[config.mk]
export PLATFORM = sky130hd
export DESIGN_NAME = cdsu_clock_unit
export DESIGN_NICKNAME = d
export VERILOG_FILES = /design/src/core/cdsu_clock_unit.v
export VERILOG_INCLUDE_DIRS = /design/src /design/src/pkg
export SDC_FILE = /design/constraint.sdc
export NUM_CORES = 1
export LEC_CHECK = 0
export BUFFER_PORTS_ARGS = -buffer_cell sky130_fd_sc_hd__buf_2
export CAP_MARGIN = 0
export CELL_PAD_IN_SITES_DETAIL_PLACEMENT = 0
export CELL_PAD_IN_SITES_GLOBAL_PLACEMENT = 2
export CORE_MARGIN = 5
export CORE_UTILIZATION = 28
export DETAILED_ROUTE_END_ITERATION = 8
export MAX_ROUTING_LAYER = met4
export PLACE_DENSITY = 0.77
export SLEW_MARGIN = 25
export SYNTH_ARGS = -nofsm -noshare
export SYNTH_HDL_FRONTEND = slang
export SYNTH_SLANG_ARGS = --single-unit
[constraint.sdc]
create_clock -name clk_sys -period 6.6 [get_ports clk_sys]
set_clock_uncertainty 0.05 [all_clocks]
set_input_delay 0.33 -clock clk_sys [delete_from_list [all_inputs] [get_ports clk_sys]]
set_output_delay 0.33 -clock clk_sys [all_outputs]
set_load 0.03 [all_outputs]
[src/pkg/cdsu_defs.vh]
/*
 * constants for the clock divider and status unit: register offsets,
 * field positions and reset values.
 * assumes a plain byte-addressed register port with 8-bit addresses.
 */
// Operation
// - master divider codes give 1,2,4,6
// - processor divider bit gives 1 or 2
// - master code zero forces processor bit zero
// - output source: slow, main, pll1, pll2
// - prescaler 1,2,4,8,16,32,64; code 111 reserved
// - enable write ones set mask bits
// - disable write ones clear mask bits
// - mask register shows enabled interrupts
// - bit 0 shows oscillator stable
// - bits 1,2 show pll locks
// - bit 3 shows master clock ready
// - bit 7 shows slow source choice
// - bits 8,9 show programmable clocks ready
// - oscillator stable after start-up count elapses
// - pll lock after programmed count elapses
`ifndef CDSU_DEFS_VH
`define CDSU_DEFS_VH

// ----------------------------------------------------------------
// register offsets (byte addresses)
// ----------------------------------------------------------------
`define CDSU_OSC_CTRL 8'h00
`define CDSU_PLL1_CFG 8'h04
`define CDSU_PLL2_CFG 8'h08
`define CDSU_MCK_CFG 8'h0c
`define CDSU_PCK0_CFG 8'h10
`define CDSU_PCK1_CFG 8'h14
`define CDSU_IRQ_EN 8'h18
`define CDSU_IRQ_DIS 8'h1c
`define CDSU_STATUS 8'h20
`define CDSU_IRQ_MASK 8'h24
`define CDSU_PUMP 8'h28

// ----------------------------------------------------------------
// field positions
// ----------------------------------------------------------------
`define CDSU_OSC_EN_BIT 0
`define CDSU_OSC_CNT_LSB 8
`define CDSU_PLL_CNT_LSB 8
`define CDSU_MASTER_CLOCK_DIVIDER_LSB 8
`define CDSU_PROCESSOR_CLOCK_DIVIDER_BIT 12
`define CDSU_PUMP1_BIT 0
`define CDSU_PUMP2_BIT 16
`define CDSU_SLOW_SEL_BIT 7
`define CDSU_STAT_MASK 10'h30f
`define CDSU_OSC_MULT 3

// ----------------------------------------------------------------
// reset values
// ----------------------------------------------------------------
`define CDSU_MCK_RST 5'h01
`define CDSU_PCK_RST 5'h00

`endif

[src/core/cdsu_clock_unit.v]
/*
 * clock divider and status unit: master/processor dividers, two
 * programmable output clocks, status flags with enable/disable/mask,
 * and a write-only charge-pump setting.
 * assumes clock sources arrive as pins from outside clk_sys and are
 * far slower than clk_sys; software uses the plain register port.
 */
`timescale 1ns/10ps
`include "cdsu_defs.vh"

module cdsu_clock_unit #(
    parameter CNT_W = 6
) (
    input wire clk_sys,
    input wire rst_n,
    input wire clk_en,
    input wire [7:0] reg_addr,
    input wire [31:0] reg_wdata,
    input wire reg_wr,
    input wire reg_rd,
    output reg [31:0] reg_rdata,
    input wire slow_clk_in,
    input wire main_clk_in,
    input wire pll1_clk_in,
    input wire pll2_clk_in,
    input wire slow_source_choice,
    output reg master_clk,
    output reg processor_clk,
    output reg [1:0] prog_clk,
    output reg [1:0] first_pll_pump_current_out,
    output wire irq
);

// ----------------------------------------------------------------
// pin synchronisers
// ----------------------------------------------------------------
reg [4:0] pin_s1_r; // first stage, read only by second
reg [4:0] pin_s2_r; // usable copies
reg slow_d_r; // slow clock, previous sample
wire [3:0] src_s = pin_s2_r[3:0]; // slow, main, pll1, pll2
wire slow_sel_s = pin_s2_r[4];
wire slow_tick = src_s[0] & ~slow_d_r;

// sync all asynchronous pins before any logic sees them
always @(posedge clk_sys) begin
    if (!rst_n) begin
        pin_s1_r <= 5'h00;
        pin_s2_r <= 5'h00;
        slow_d_r <= 1'b0;
    end else if (clk_en) begin
        pin_s1_r <= {slow_source_choice, pll2_clk_in, pll1_clk_in,
                     main_clk_in, slow_clk_in};
        pin_s2_r <= pin_s1_r;
        slow_d_r <= pin_s2_r[0];
    end
end

// ----------------------------------------------------------------
// helpers
// ----------------------------------------------------------------
// prescaler code to half-period in source edges
function [6:0] cdsu_output_divider_select_div;
    input [2:0] code;
    begin
        case (code)
            3'h0: cdsu_output_divider_select_div = 7'h01;
            3'h1: cdsu_output_divider_select_div = 7'h02;
            3'h2: cdsu_output_divider_select_div = 7'h04;
            3'h3: cdsu_output_divider_select_div = 7'h08;
            3'h4: cdsu_output_divider_select_div = 7'h10;
            3'h5: cdsu_output_divider_select_div = 7'h20;
            3'h6: cdsu_output_divider_select_div = 7'h40;
            default: cdsu_output_divider_select_div = 7'h00; // reserved: output stops
        endcase
    end
endfunction

// pick one source level from the 2-bit selector
function cdsu_pick;
    input [1:0] sel;
    input [3:0] src;
    begin
        cdsu_pick = src[sel];
    end
endfunction

// ----------------------------------------------------------------
// registers
// ----------------------------------------------------------------
reg osc_en_r; // main oscillator enable
reg [7:0] osc_cnt_r; // start-up count, slow clocks x8
reg [CNT_W-1:0] pll1_cnt_r; // first pll lock count
reg [CNT_W-1:0] pll2_cnt_r; // second pll lock count
reg [1:0] mck_css_r;
reg [2:0] mck_output_divider_select_r;
reg [1:0] master_clock_divider_r; // master_clock_divider
reg processor_clock_divider_r; // processor_clock_divider
reg [4:0] pck_cfg_r [0:1]; // {output_divider_select, clock_source_select}
reg [9:0] mask_r; // interrupt mask
reg [10:0] osc_tmr_r; // start-up counter, wide enough for 255 x 8
reg [CNT_W-1:0] pll1_tmr_r;
reg [CNT_W-1:0] pll2_tmr_r;
reg mosc_ok_r;
reg lock1_r;
reg lock2_r;
reg mck_rdy_r;
reg [1:0] pck_rdy_r;
reg [3:0] rdy_tmr_r; // settle delay after clock change

wire wr_hit_mck = reg_wr && reg_addr == `CDSU_MCK_CFG;
wire [9:0] status = {pck_rdy_r, 4'h0, mck_rdy_r, lock2_r, lock1_r, mosc_ok_r};
wire [31:0] status_word = {22'h0, status[9:8], slow_sel_s, 3'h0, status[3:0]};

// write decode and register state
always @(posedge clk_sys) begin
    if (!rst_n) begin
        osc_en_r <= 1'b0;
        osc_cnt_r <= 8'h00;
        pll1_cnt_r <= {CNT_W{1'b0}};
        pll2_cnt_r <= {CNT_W{1'b0}};
        {mck_output_divider_select_r, mck_css_r} <= `CDSU_MCK_RST;
        master_clock_divider_r <= 2'h0;
        processor_clock_divider_r <= 1'b0;
        pck_cfg_r[0] <= `CDSU_PCK_RST;
        pck_cfg_r[1] <= `CDSU_PCK_RST;
        mask_r <= 10'h000;
        first_pll_pump_current_out <= 2'h0;
    end else if (clk_en && reg_wr) begin
        case (reg_addr)
            `CDSU_OSC_CTRL: begin
                osc_en_r <= reg_wdata[`CDSU_OSC_EN_BIT];
                osc_cnt_r <= reg_wdata[`CDSU_OSC_CNT_LSB +: 8];
            end
            `CDSU_PLL1_CFG: pll1_cnt_r <= reg_wdata[`CDSU_PLL_CNT_LSB +: CNT_W];
            `CDSU_PLL2_CFG: pll2_cnt_r <= reg_wdata[`CDSU_PLL_CNT_LSB +: CNT_W];
            `CDSU_MCK_CFG: begin
                {mck_output_divider_select_r, mck_css_r} <= reg_wdata[4:0];
                master_clock_divider_r <= reg_wdata[`CDSU_MASTER_CLOCK_DIVIDER_LSB +: 2];
                // a zero master divide ignores the processor bit
                processor_clock_divider_r <= (reg_wdata[`CDSU_MASTER_CLOCK_DIVIDER_LSB +: 2] == 2'h0) ? 1'b0 :
                          reg_wdata[`CDSU_PROCESSOR_CLOCK_DIVIDER_BIT];
            end
            `CDSU_PCK0_CFG: pck_cfg_r[0] <= reg_wdata[4:0];
            `CDSU_PCK1_CFG: pck_cfg_r[1] <= reg_wdata[4:0];
            `CDSU_IRQ_EN: mask_r <= mask_r | (reg_wdata[9:0] & `CDSU_STAT_MASK);
            `CDSU_IRQ_DIS: mask_r <= mask_r & ~(reg_wdata[9:0] & `CDSU_STAT_MASK);
            `CDSU_PUMP: begin
                // bit 16 stored as written; software must keep it zero
                first_pll_pump_current_out <= {reg_wdata[`CDSU_PUMP2_BIT],
                                               reg_wdata[`CDSU_PUMP1_BIT]};
            end
            default: ;
        endcase
    end
end

// read port: data in the cycle after the strobe
always @(posedge clk_sys) begin
    if (!rst_n) begin
        reg_rdata <= 32'h0;
    end else if (clk_en) begin
        reg_rdata <= 32'h0;
        if (reg_rd) begin
            case (reg_addr)
                `CDSU_OSC_CTRL: reg_rdata <= {16'h0, osc_cnt_r, 7'h0, osc_en_r};
                `CDSU_PLL1_CFG: reg_rdata <= {{(32-CNT_W){1'b0}}, pll1_cnt_r} << `CDSU_PLL_CNT_LSB;
                `CDSU_PLL2_CFG: reg_rdata <= {{(32-CNT_W){1'b0}}, pll2_cnt_r} << `CDSU_PLL_CNT_LSB;
                `CDSU_MCK_CFG: reg_rdata <= {19'h0, processor_clock_divider_r, 2'h0, master_clock_divider_r,
                                             3'h0, mck_output_divider_select_r, mck_css_r};
                `CDSU_PCK0_CFG: reg_rdata <= {27'h0, pck_cfg_r[0]};
                `CDSU_PCK1_CFG: reg_rdata <= {27'h0, pck_cfg_r[1]};
                `CDSU_STATUS: reg_rdata <= status_word;
                `CDSU_IRQ_MASK: reg_rdata <= {22'h0, mask_r};
                default: reg_rdata <= 32'h0; // unmapped and write-only read zero
            endcase
        end
    end
end

// ----------------------------------------------------------------
// start-up and lock timers, counted on slow clock edges
// ----------------------------------------------------------------
always @(posedge clk_sys) begin
    if (!rst_n) begin
        osc_tmr_r <= 11'h000;
        mosc_ok_r <= 1'b0;
        pll1_tmr_r <= {CNT_W{1'b0}};
        pll2_tmr_r <= {CNT_W{1'b0}};
        lock1_r <= 1'b0;
        lock2_r <= 1'b0;
    end else if (clk_en) begin
        // oscillator: count 8 x programmed slow periods after enable
        if (!osc_en_r) begin
            osc_tmr_r <= 11'h000;
            mosc_ok_r <= 1'b0;
        end else if (slow_tick && !mosc_ok_r) begin
            if (osc_tmr_r >= ({3'h0, osc_cnt_r} << `CDSU_OSC_MULT))
                mosc_ok_r <= 1'b1;
            else
                osc_tmr_r <= osc_tmr_r + 11'h001;
        end
        // a config write restarts the lock wait
        if (reg_wr && reg_addr == `CDSU_PLL1_CFG) begin
            pll1_tmr_r <= {CNT_W{1'b0}};
            lock1_r <= 1'b0;
        end else if (slow_tick && !lock1_r) begin
            if (pll1_tmr_r >= pll1_cnt_r)
                lock1_r <= 1'b1;
            else
                pll1_tmr_r <= pll1_tmr_r + 1'b1;
        end
        if (reg_wr && reg_addr == `CDSU_PLL2_CFG) begin
            pll2_tmr_r <= {CNT_W{1'b0}};
            lock2_r <= 1'b0;
        end else if (slow_tick && !lock2_r) begin
            if (pll2_tmr_r >= pll2_cnt_r)
                lock2_r <= 1'b1;
            else
                pll2_tmr_r <= pll2_tmr_r + 1'b1;
        end
    end
end

// ----------------------------------------------------------------
// dividers: edge-counted, outputs toggle from flip-flops
// ----------------------------------------------------------------
reg src_d_r; // master source, previous sample
reg [6:0] output_divider_select_cnt_r;
reg output_divider_select_tick_r; // one pulse per prescaler half-period
reg [2:0] master_clock_divider_cnt_r;
reg processor_clock_divider_cnt_r;
reg [1:0] pk_d_r;
reg [6:0] pk_cnt_r [0:1];
wire mck_src = cdsu_pick(mck_css_r, src_s);
wire [6:0] mck_div = cdsu_output_divider_select_div(mck_output_divider_select_r);
// master divide as half-periods of prescaler output: 1,2,4,6
wire [2:0] master_clock_divider_half = (master_clock_divider_r == 2'h0) ? 3'h1 : (master_clock_divider_r == 2'h1) ? 3'h2 :
                       (master_clock_divider_r == 2'h2) ? 3'h4 : 3'h6;
integer k;

// master and processor clock generation
always @(posedge clk_sys) begin
    if (!rst_n) begin
        src_d_r <= 1'b0;
        output_divider_select_cnt_r <= 7'h00;
        output_divider_select_tick_r <= 1'b0;
        master_clock_divider_cnt_r <= 3'h0;
        processor_clock_divider_cnt_r <= 1'b0;
        master_clk <= 1'b0;
        processor_clk <= 1'b0;
    end else if (clk_en) begin
        src_d_r <= mck_src;
        output_divider_select_tick_r <= 1'b0;
        // count both source edges, so half-period counts stay exact
        if (mck_src != src_d_r && mck_div != 7'h00) begin
            if (output_divider_select_cnt_r + 7'h01 >= mck_div) begin
                output_divider_select_cnt_r <= 7'h00;
                output_divider_select_tick_r <= 1'b1;
            end else begin
                output_divider_select_cnt_r <= output_divider_select_cnt_r + 7'h01;
            end
        end
        if (output_divider_select_tick_r) begin
            if (master_clock_divider_cnt_r + 3'h1 >= master_clock_divider_half) begin
                master_clock_divider_cnt_r <= 3'h0;
                master_clk <= ~master_clk;
            end else begin
                master_clock_divider_cnt_r <= master_clock_divider_cnt_r + 3'h1;
            end
            // processor: toggle every tick, or every second one
            if (processor_clock_divider_r) begin
                processor_clock_divider_cnt_r <= ~processor_clock_divider_cnt_r;
                if (processor_clock_divider_cnt_r)
                    processor_clk <= ~processor_clk;
            end else begin
                processor_clk <= ~processor_clk;
            end
        end
    end
end

// programmable clocks
always @(posedge clk_sys) begin
    if (!rst_n) begin
        pk_d_r <= 2'h0;
        pk_cnt_r[0] <= 7'h00;
        pk_cnt_r[1] <= 7'h00;
        prog_clk <= 2'h0;
    end else if (clk_en) begin
        for (k = 0; k < 2; k = k + 1) begin
            pk_d_r[k] <= cdsu_pick(pck_cfg_r[k][1:0], src_s);
            if (cdsu_pick(pck_cfg_r[k][1:0], src_s) != pk_d_r[k] &&
                cdsu_output_divider_select_div(pck_cfg_r[k][4:2]) != 7'h00) begin
                if (pk_cnt_r[k] + 7'h01 >= cdsu_output_divider_select_div(pck_cfg_r[k][4:2])) begin
                    pk_cnt_r[k] <= 7'h00;
                    prog_clk[k] <= ~prog_clk[k];
                end else begin
                    pk_cnt_r[k] <= pk_cnt_r[k] + 7'h01;
                end
            end
        end
    end
end

// ----------------------------------------------------------------
// ready flags: drop on a config write, rise after a short settle
// ----------------------------------------------------------------
always @(posedge clk_sys) begin
    if (!rst_n) begin
        mck_rdy_r <= 1'b1;
        pck_rdy_r <= 2'h3;
        rdy_tmr_r <= 4'h0;
    end else if (clk_en) begin
        if (wr_hit_mck || (reg_wr && reg_addr == `CDSU_PCK0_CFG) ||
            (reg_wr && reg_addr == `CDSU_PCK1_CFG)) begin
            rdy_tmr_r <= 4'hf;
            if (wr_hit_mck)
                mck_rdy_r <= 1'b0;
            if (reg_addr == `CDSU_PCK0_CFG)
                pck_rdy_r[0] <= 1'b0;
            if (reg_addr == `CDSU_PCK1_CFG)
                pck_rdy_r[1] <= 1'b0;
        end else if (rdy_tmr_r != 4'h0) begin
            rdy_tmr_r <= rdy_tmr_r - 4'h1;
        end else begin
            mck_rdy_r <= 1'b1;
            pck_rdy_r <= 2'h3;
        end
    end
end

// level interrupt: any enabled status bit that reads one
assign irq = |(status & mask_r);

endmodule // cdsu_clock_unit

After elaboration in Yosys (flattened, before gate mapping)
Memories as Yosys holds them, arrays and structs flattened.
Cells that the tools add are included.
{ "op_classes": {"addsub": 8, "n_lt_le_gt_ge": 10, "n_eq_ne": 43, "mux": 94, "bitwise_logic": 17, "reduce_logical": 57} }
{ "ops": {"columns": ["cell", "n"], "rows": [
  ["$pmux W7 S7", 3],
  ["$pmux W16 S8", 1],
  ["$mux W7", 15],
  ["$mux W1", 51],
  ["$reduce_and A3 Y1", 14],
  ["$mux W6", 6],
  ["$mux W11", 3],
  ["$eq A8 B5 Y1 const B", 4],
  ["$eq A3 B3 Y1 const B", 9],
  ["$eq A8 B6 Y1 const B", 3],
  ["$add A7 B1 Y7 const B", 3],
  ["$ge A7 B7 Y1", 3],
  ["$reduce_bool A7 Y1", 3],
  ["$and A10 B10 Y10", 2],
  ["$pmux W10 S2", 1],
  ["$eq A3 B2 Y1 const B", 6],
  ["$reduce_and A2 Y1", 9],
  ["$eq A8 B4 Y1 const B", 2],
  ["$mux W16", 1],
  ["$ne A2 B2 Y1 const B", 7],
  ["$add A6 B1 Y6 const B", 2],
  ["$ge A6 B6 Y1", 2],
  ["$logic_and A1 B1 Y1", 12],
  ["$reduce_bool A2 Y1", 6],
  ["other kinds (29)", 61]
]} }
{ "word_totals": {"reg_bits": 136, "ramBits": 24, "in_bits": 50, "output_inout_bits": 39, "wordCells": 265, "memories": 2} }
{ "memory_table": {"columns": ["name", "words", "word_bits", "read_ports", "rd_clocked_by_memory_dff", "wr", "line_no", "text"], "rows": [
  ["pk_cnt_r", 2, 7, 2, 0, 2, "cdsu_clock_unit.v:233", "reg [6:0] pk_cnt_r [0:1];"],
  ["pck_cfg_r", 2, 5, 2, 0, 2, "cdsu_clock_unit.v:98", "reg [4:0] pck_cfg_r [0:1];"]
]} }

Longest topological paths before layout
An unclocked memory read counts as a cell.
{ "depth": {"depth_word": 18, "depth_mapped": 11, "mapped_depth_nobuf": 11} }

Worst setup path before layout
No wires, ideal clock.
{ "synth_timing": {"path_type": "flip-flop to flip-flop", "startpoint": "register osc_tmr_r[3]", "endpoint": "register osc_tmr_r[2]", "setup_ns": 0.116, "t_arrival_ns": 2.176, "t_required_ns": 6.434, "path_slack_ns": 4.258, "path_stages_with_launch": 9, "n_path_buf": 0, "period_less_slack_ns": 2.342, "cell_sequence": "dfxtp_1 > inv_1 > ha_1 > and4b_1 > a2111oi_0 > o211ai_1 > o31ai_1 > a21oi_1 > a31o_2"} }
{ "synth_between": {"elab_chain_cells": 3} }
{ "synth_rtl": {"columns": ["element", "line_no", "text"], "rows": [
  ["start, declared", "cdsu_clock_unit.v:100", "reg [10:0] osc_tmr_r;"],
  ["start signal, assigned", "cdsu_clock_unit.v:200", "osc_tmr_r <= osc_tmr_r + 11'h001;"],
  ["$ge A11 B11 Y1", "cdsu_clock_unit.v:197", "if (osc_tmr_r >= ({3'h0, osc_cnt_r} << `CDSU_OSC_MULT))"],
  ["$ne A2 B2 Y1 (no line)", null, null],
  ["$reduce_and A3 Y1 (no line)", null, null]
]} }
No other way between the ends.
A chain may end at the register's enable or synchronous reset.

Final worst setup path
Same ends and word-level chain as after synthesis.

==> flow_summary_export.csv <==
group,metric,value,unit
floorplan,std_cell_rows,60,
setup_path,cp-startpoint,"osc_tmr_r[3]",
clocking,cts_made_buffers,17,
drt,first_iter_violations,283,
drt,wl_per_cell,16.1,µm
clocking,clkTransAtPathRegs,0.06,ns
clocking,htreeDepth,4,
drt,firstDrtPassIters,7,
synthesis,async_reset_ff_share,0,%
global_routing,grt_max_degree,79,
clocking,clock_sinks,138,
setup_path,crit_fanout,5,
synthesis,syn_area_per_cell,8.78,µm²
placement,place_hpwl,14.7,mm
setup_path,critPathLaunchType,"register",
worst_hold_path,whs_path_depth,3,
global_routing,antenna_found_initial,2,
run_status,outcome,"complete, no violations",
sta,hold_viol,0,
setup_path,r2r_cells,8,
floorplan,dieArea,30300,µm²
floorplan,io_pins,89,
sta,maxSlewViolCount,0,
drt,vias_per_cell,4.82,
setup_path,r2r_setup_slack,3.74,ns
synthesis,yosysWarnings,0,
drt,route.detailed.drc,0,
worst_hold_path,min_from,"pll1_clk_in",
setup_path,cp_data_arrival_time,3.13,ns
global_routing,grt_pass1_wl,32.1,mm
cells_and_area,area.growth.synth_to_final,15.3,%
clocking,tritoncts,"built",
cells_and_area,final_cell_area,8680,µm²
placement,routabilityCongestion,0.809,
placement,portBuffers,52,
drt,num_vias,6037,
sta,hold_slack,0.0932,ns
pwr,powerDensity,242,nW/µm²
floorplan,initial_core_util,28.2,%
cells_and_area,drive_gt1_share,12.5,%
sta,worst_pin_slew,0.939,ns
cells_and_area,fin_nets,1001,
floorplan,coreArea,26700,µm²
worst_hold_path,hold_end,"pin_s1_r[2]",
clocking,cts_buffer_depth,2,
setup_path,rr_endpoint,"osc_tmr_r[2]",
clocking,root_buffer,"clkbuf_16",
flow_run,maxCapViolCount,0,
clocking,cts_hold_buf,0,
clocking,cts_post_setup_buffers_inserted,0,
synthesis,synth-seq-area-share,39.9,%
pwr,power_leakage,0.00326,µW
synthesis,synth_cell_types,68,
floorplan,die_w,174,µm
global_routing,first_global_vias,5818,
synthesis,syn_inst,858,
synthesis,synth_seq_cells,138,
sta,fin_crit,2.86,ns
setup_path,endpoint_kind,"register",
clocking,clock_latency,0.43,ns
drt,postRouteAntennaNets,0,
sta,setup_tns,0,ns
sta,slew_headroom,37.1,%
placement,dpl-instance-area,8040,µm²
global_routing,track_usage,13.7,%
floorplan,die-height,174,µm
synthesis,synth_edf_count,24,
pwr,irDropWorstVdd,0.149,mV
synthesis,synthFlopType,"dfxtp_1",
sta,timing.final.crit_share,43.4,%
global_routing,grt.overflow.total,0,
setup_path,cp.required,6.87,ns
sta,clock.fmax,349,MHz
worst_hold_path,hold_path_class,"in2reg",
setup_path,r2r-start,"osc_tmr_r[3]",
clocking,cts_resized,0,
drt,finalWirelength,20.2,mm
synthesis,syn-cell-area,7530,µm²
sta,grt_setup_unrepaired,"false",
sta,setup_viol,0,
setup_path,crit_type,"reg2reg",
==> worst max path at each step <==
stage / endpoint / slack, ns / cells past startpoint
floorplan: osc_tmr_r[2] / 4.26 / 8
global placement: pll1_tmr_r[5] / 3.56 / 7
detailed placement: pll1_tmr_r[4] / 3.55 / 7
CTS: osc_tmr_r[2] / 3.75 / 8
global route: osc_tmr_r[2] / 3.49 / 8
finish: osc_tmr_r[2] / 3.74 / 8
==> cells in the mapped netlist, drive strengths merged, types with 3 or more instances <==
library cell | n | area share [%]
ha | 54 | 9.0
nand3b | 10 | 1.0
and2 | 8 | 0.66
or3b | 8 | 0.93
nor2 | 99 | 5.0
nor3 | 10 | 0.88
nor4 | 3 | 0.45
nand3 | 46 | 3.1
nand2b | 7 | 0.58
a21oi | 72 | 4.8
xor2 | 14 | 1.6
and3 | 5 | 0.42
or4b | 3 | 0.40
a21o | 12 | 1.2
buf | 26 | 2.3
nand2 | 106 | 5.3
a22o | 7 | 0.81
or3 | 4 | 0.33
or2 | 5 | 0.42
a31oi | 3 | 0.25
a222oi | 11 | 1.5
dfxtp | 114 | 30
nor2b | 10 | 0.83
xnor2 | 28 | 3.3
nor4b | 3 | 0.35
or4 | 3 | 0.30
o21ai | 17 | 1.1
nor3b | 3 | 0.30
a211oi | 12 | 1.3
mux4 | 3 | 0.90
mux2i | 22 | 2.9
o211ai | 3 | 0.30
a22oi | 12 | 1.2
edfxtp | 24 | 9.6
inv | 38 | 1.9
clkbuf | 26 | 1.3
nand4 | 4 | 0.33
==> cell families after synthesis <==
| group | after synthesis | share of synthesized area (%) |
|---|---|---|
| and+or+nand+nor | 342 | 22.1 |
| AOI/OAI and AO/OA | 166 | 14.7 |
| DFF | 138 | 39.9 |
| buffers and inverters | 90 | 5.52 |
| adders and majority gates | 54 | 8.97 |
| xor gates and xnor gates | 42 | 4.88 |
| muxes | 25 | 3.82 |
| other | 1 | 0.0498 |
==> area by class of cell <==
| cell class | instances | area [µm²] |
|---|---|---|
| Sequential cell | 138 | 3000 |
| Inverter | 38 | 143 |
| Timing Repair Buffer | 55 | 283 |
| Antenna cell | 2 | 5.00 |
| Tap cell | 341 | 427 |
| Fill cell | 2806 | 18000 |
| Multi-Input combinational cell | 647 | 4180 |
| Clock buffer | 23 | 509 |
| Clock inverter | 9 | 134 |
==> layout by cell type (no fill, tap or decap), types with 12 or more instances in the layout <==
master / instances
a22oi_1: 12
clkbuf_16: 18
buf_2: 52
a21o_1: 12
a21oi_1: 72
mux2i_1: 22
edfxtp_1: 24
inv_1: 37
nand3_1: 46
xor2_1: 14
xnor2_1: 28
ha_1: 54
nand2_1: 106
o21ai_0: 14
dfxtp_1: 114
nor2_1: 97
conb_1: 18
==> flip-flops by register name (all words and copies together), names as in the netlist, 5 cells and up, named ones only <==
name and count:
pll2_tmr_r 6, osc_cnt_r 8, output_divider_select_cnt_r 7, reg_rdata 14
pck_cfg_r 10, pll2_cnt_r 6, pll1_cnt_r 6, pin_s2_r 5
osc_tmr_r 11, pll1_tmr_r 6, pk_cnt_r 14, pin_s1_r 5
==> report_power, final <==
part / total [µW] / internal, µW / switching [µW]
Sequential: 900 / 878 / 21.9
Clock: 1030 / 659 / 374
Combinational: 171 / 58.8 / 113
==> per-stage QoR <==
step	worst slack (ns)	utilization, %	power [µW]	std cells
2_1_floorplan	4.26	-	1050	875
3_3_place_gp	3.56	30.1	1090	1219
3_5_place_dp	3.55	30.1	1090	1219
4_1_cts	3.75	32.5	2130	1251
5_1_grt	3.49	32.5	2190	1253
6_report	3.74	32.5	2100	1253
==> metal layers <==
layer | track usage [%] | part of all wire, % | vias up
met1 | 18.0 | 48 | 2806
met2 | 21.2 | 46 | 118
li1 | - | - | 3091
met3 | 2.68 | 4.4 | 22
met5 | - | 0 | -
met4 | 4.75 | 1.7 | 0
==> worst max-delay path: stages, from the launching register on <==
cell and delay, ns:
dfxtp_1 0.39, inv_1 0.09, ha_1 0.27, and4b_1 0.18
a2111oi_0 0.54, o211ai_1 0.26, o31ai_1 0.59, a21oi_1 0.15
a31o_2 0.23
No activity file was read; power rests on OpenSTA's default activity.
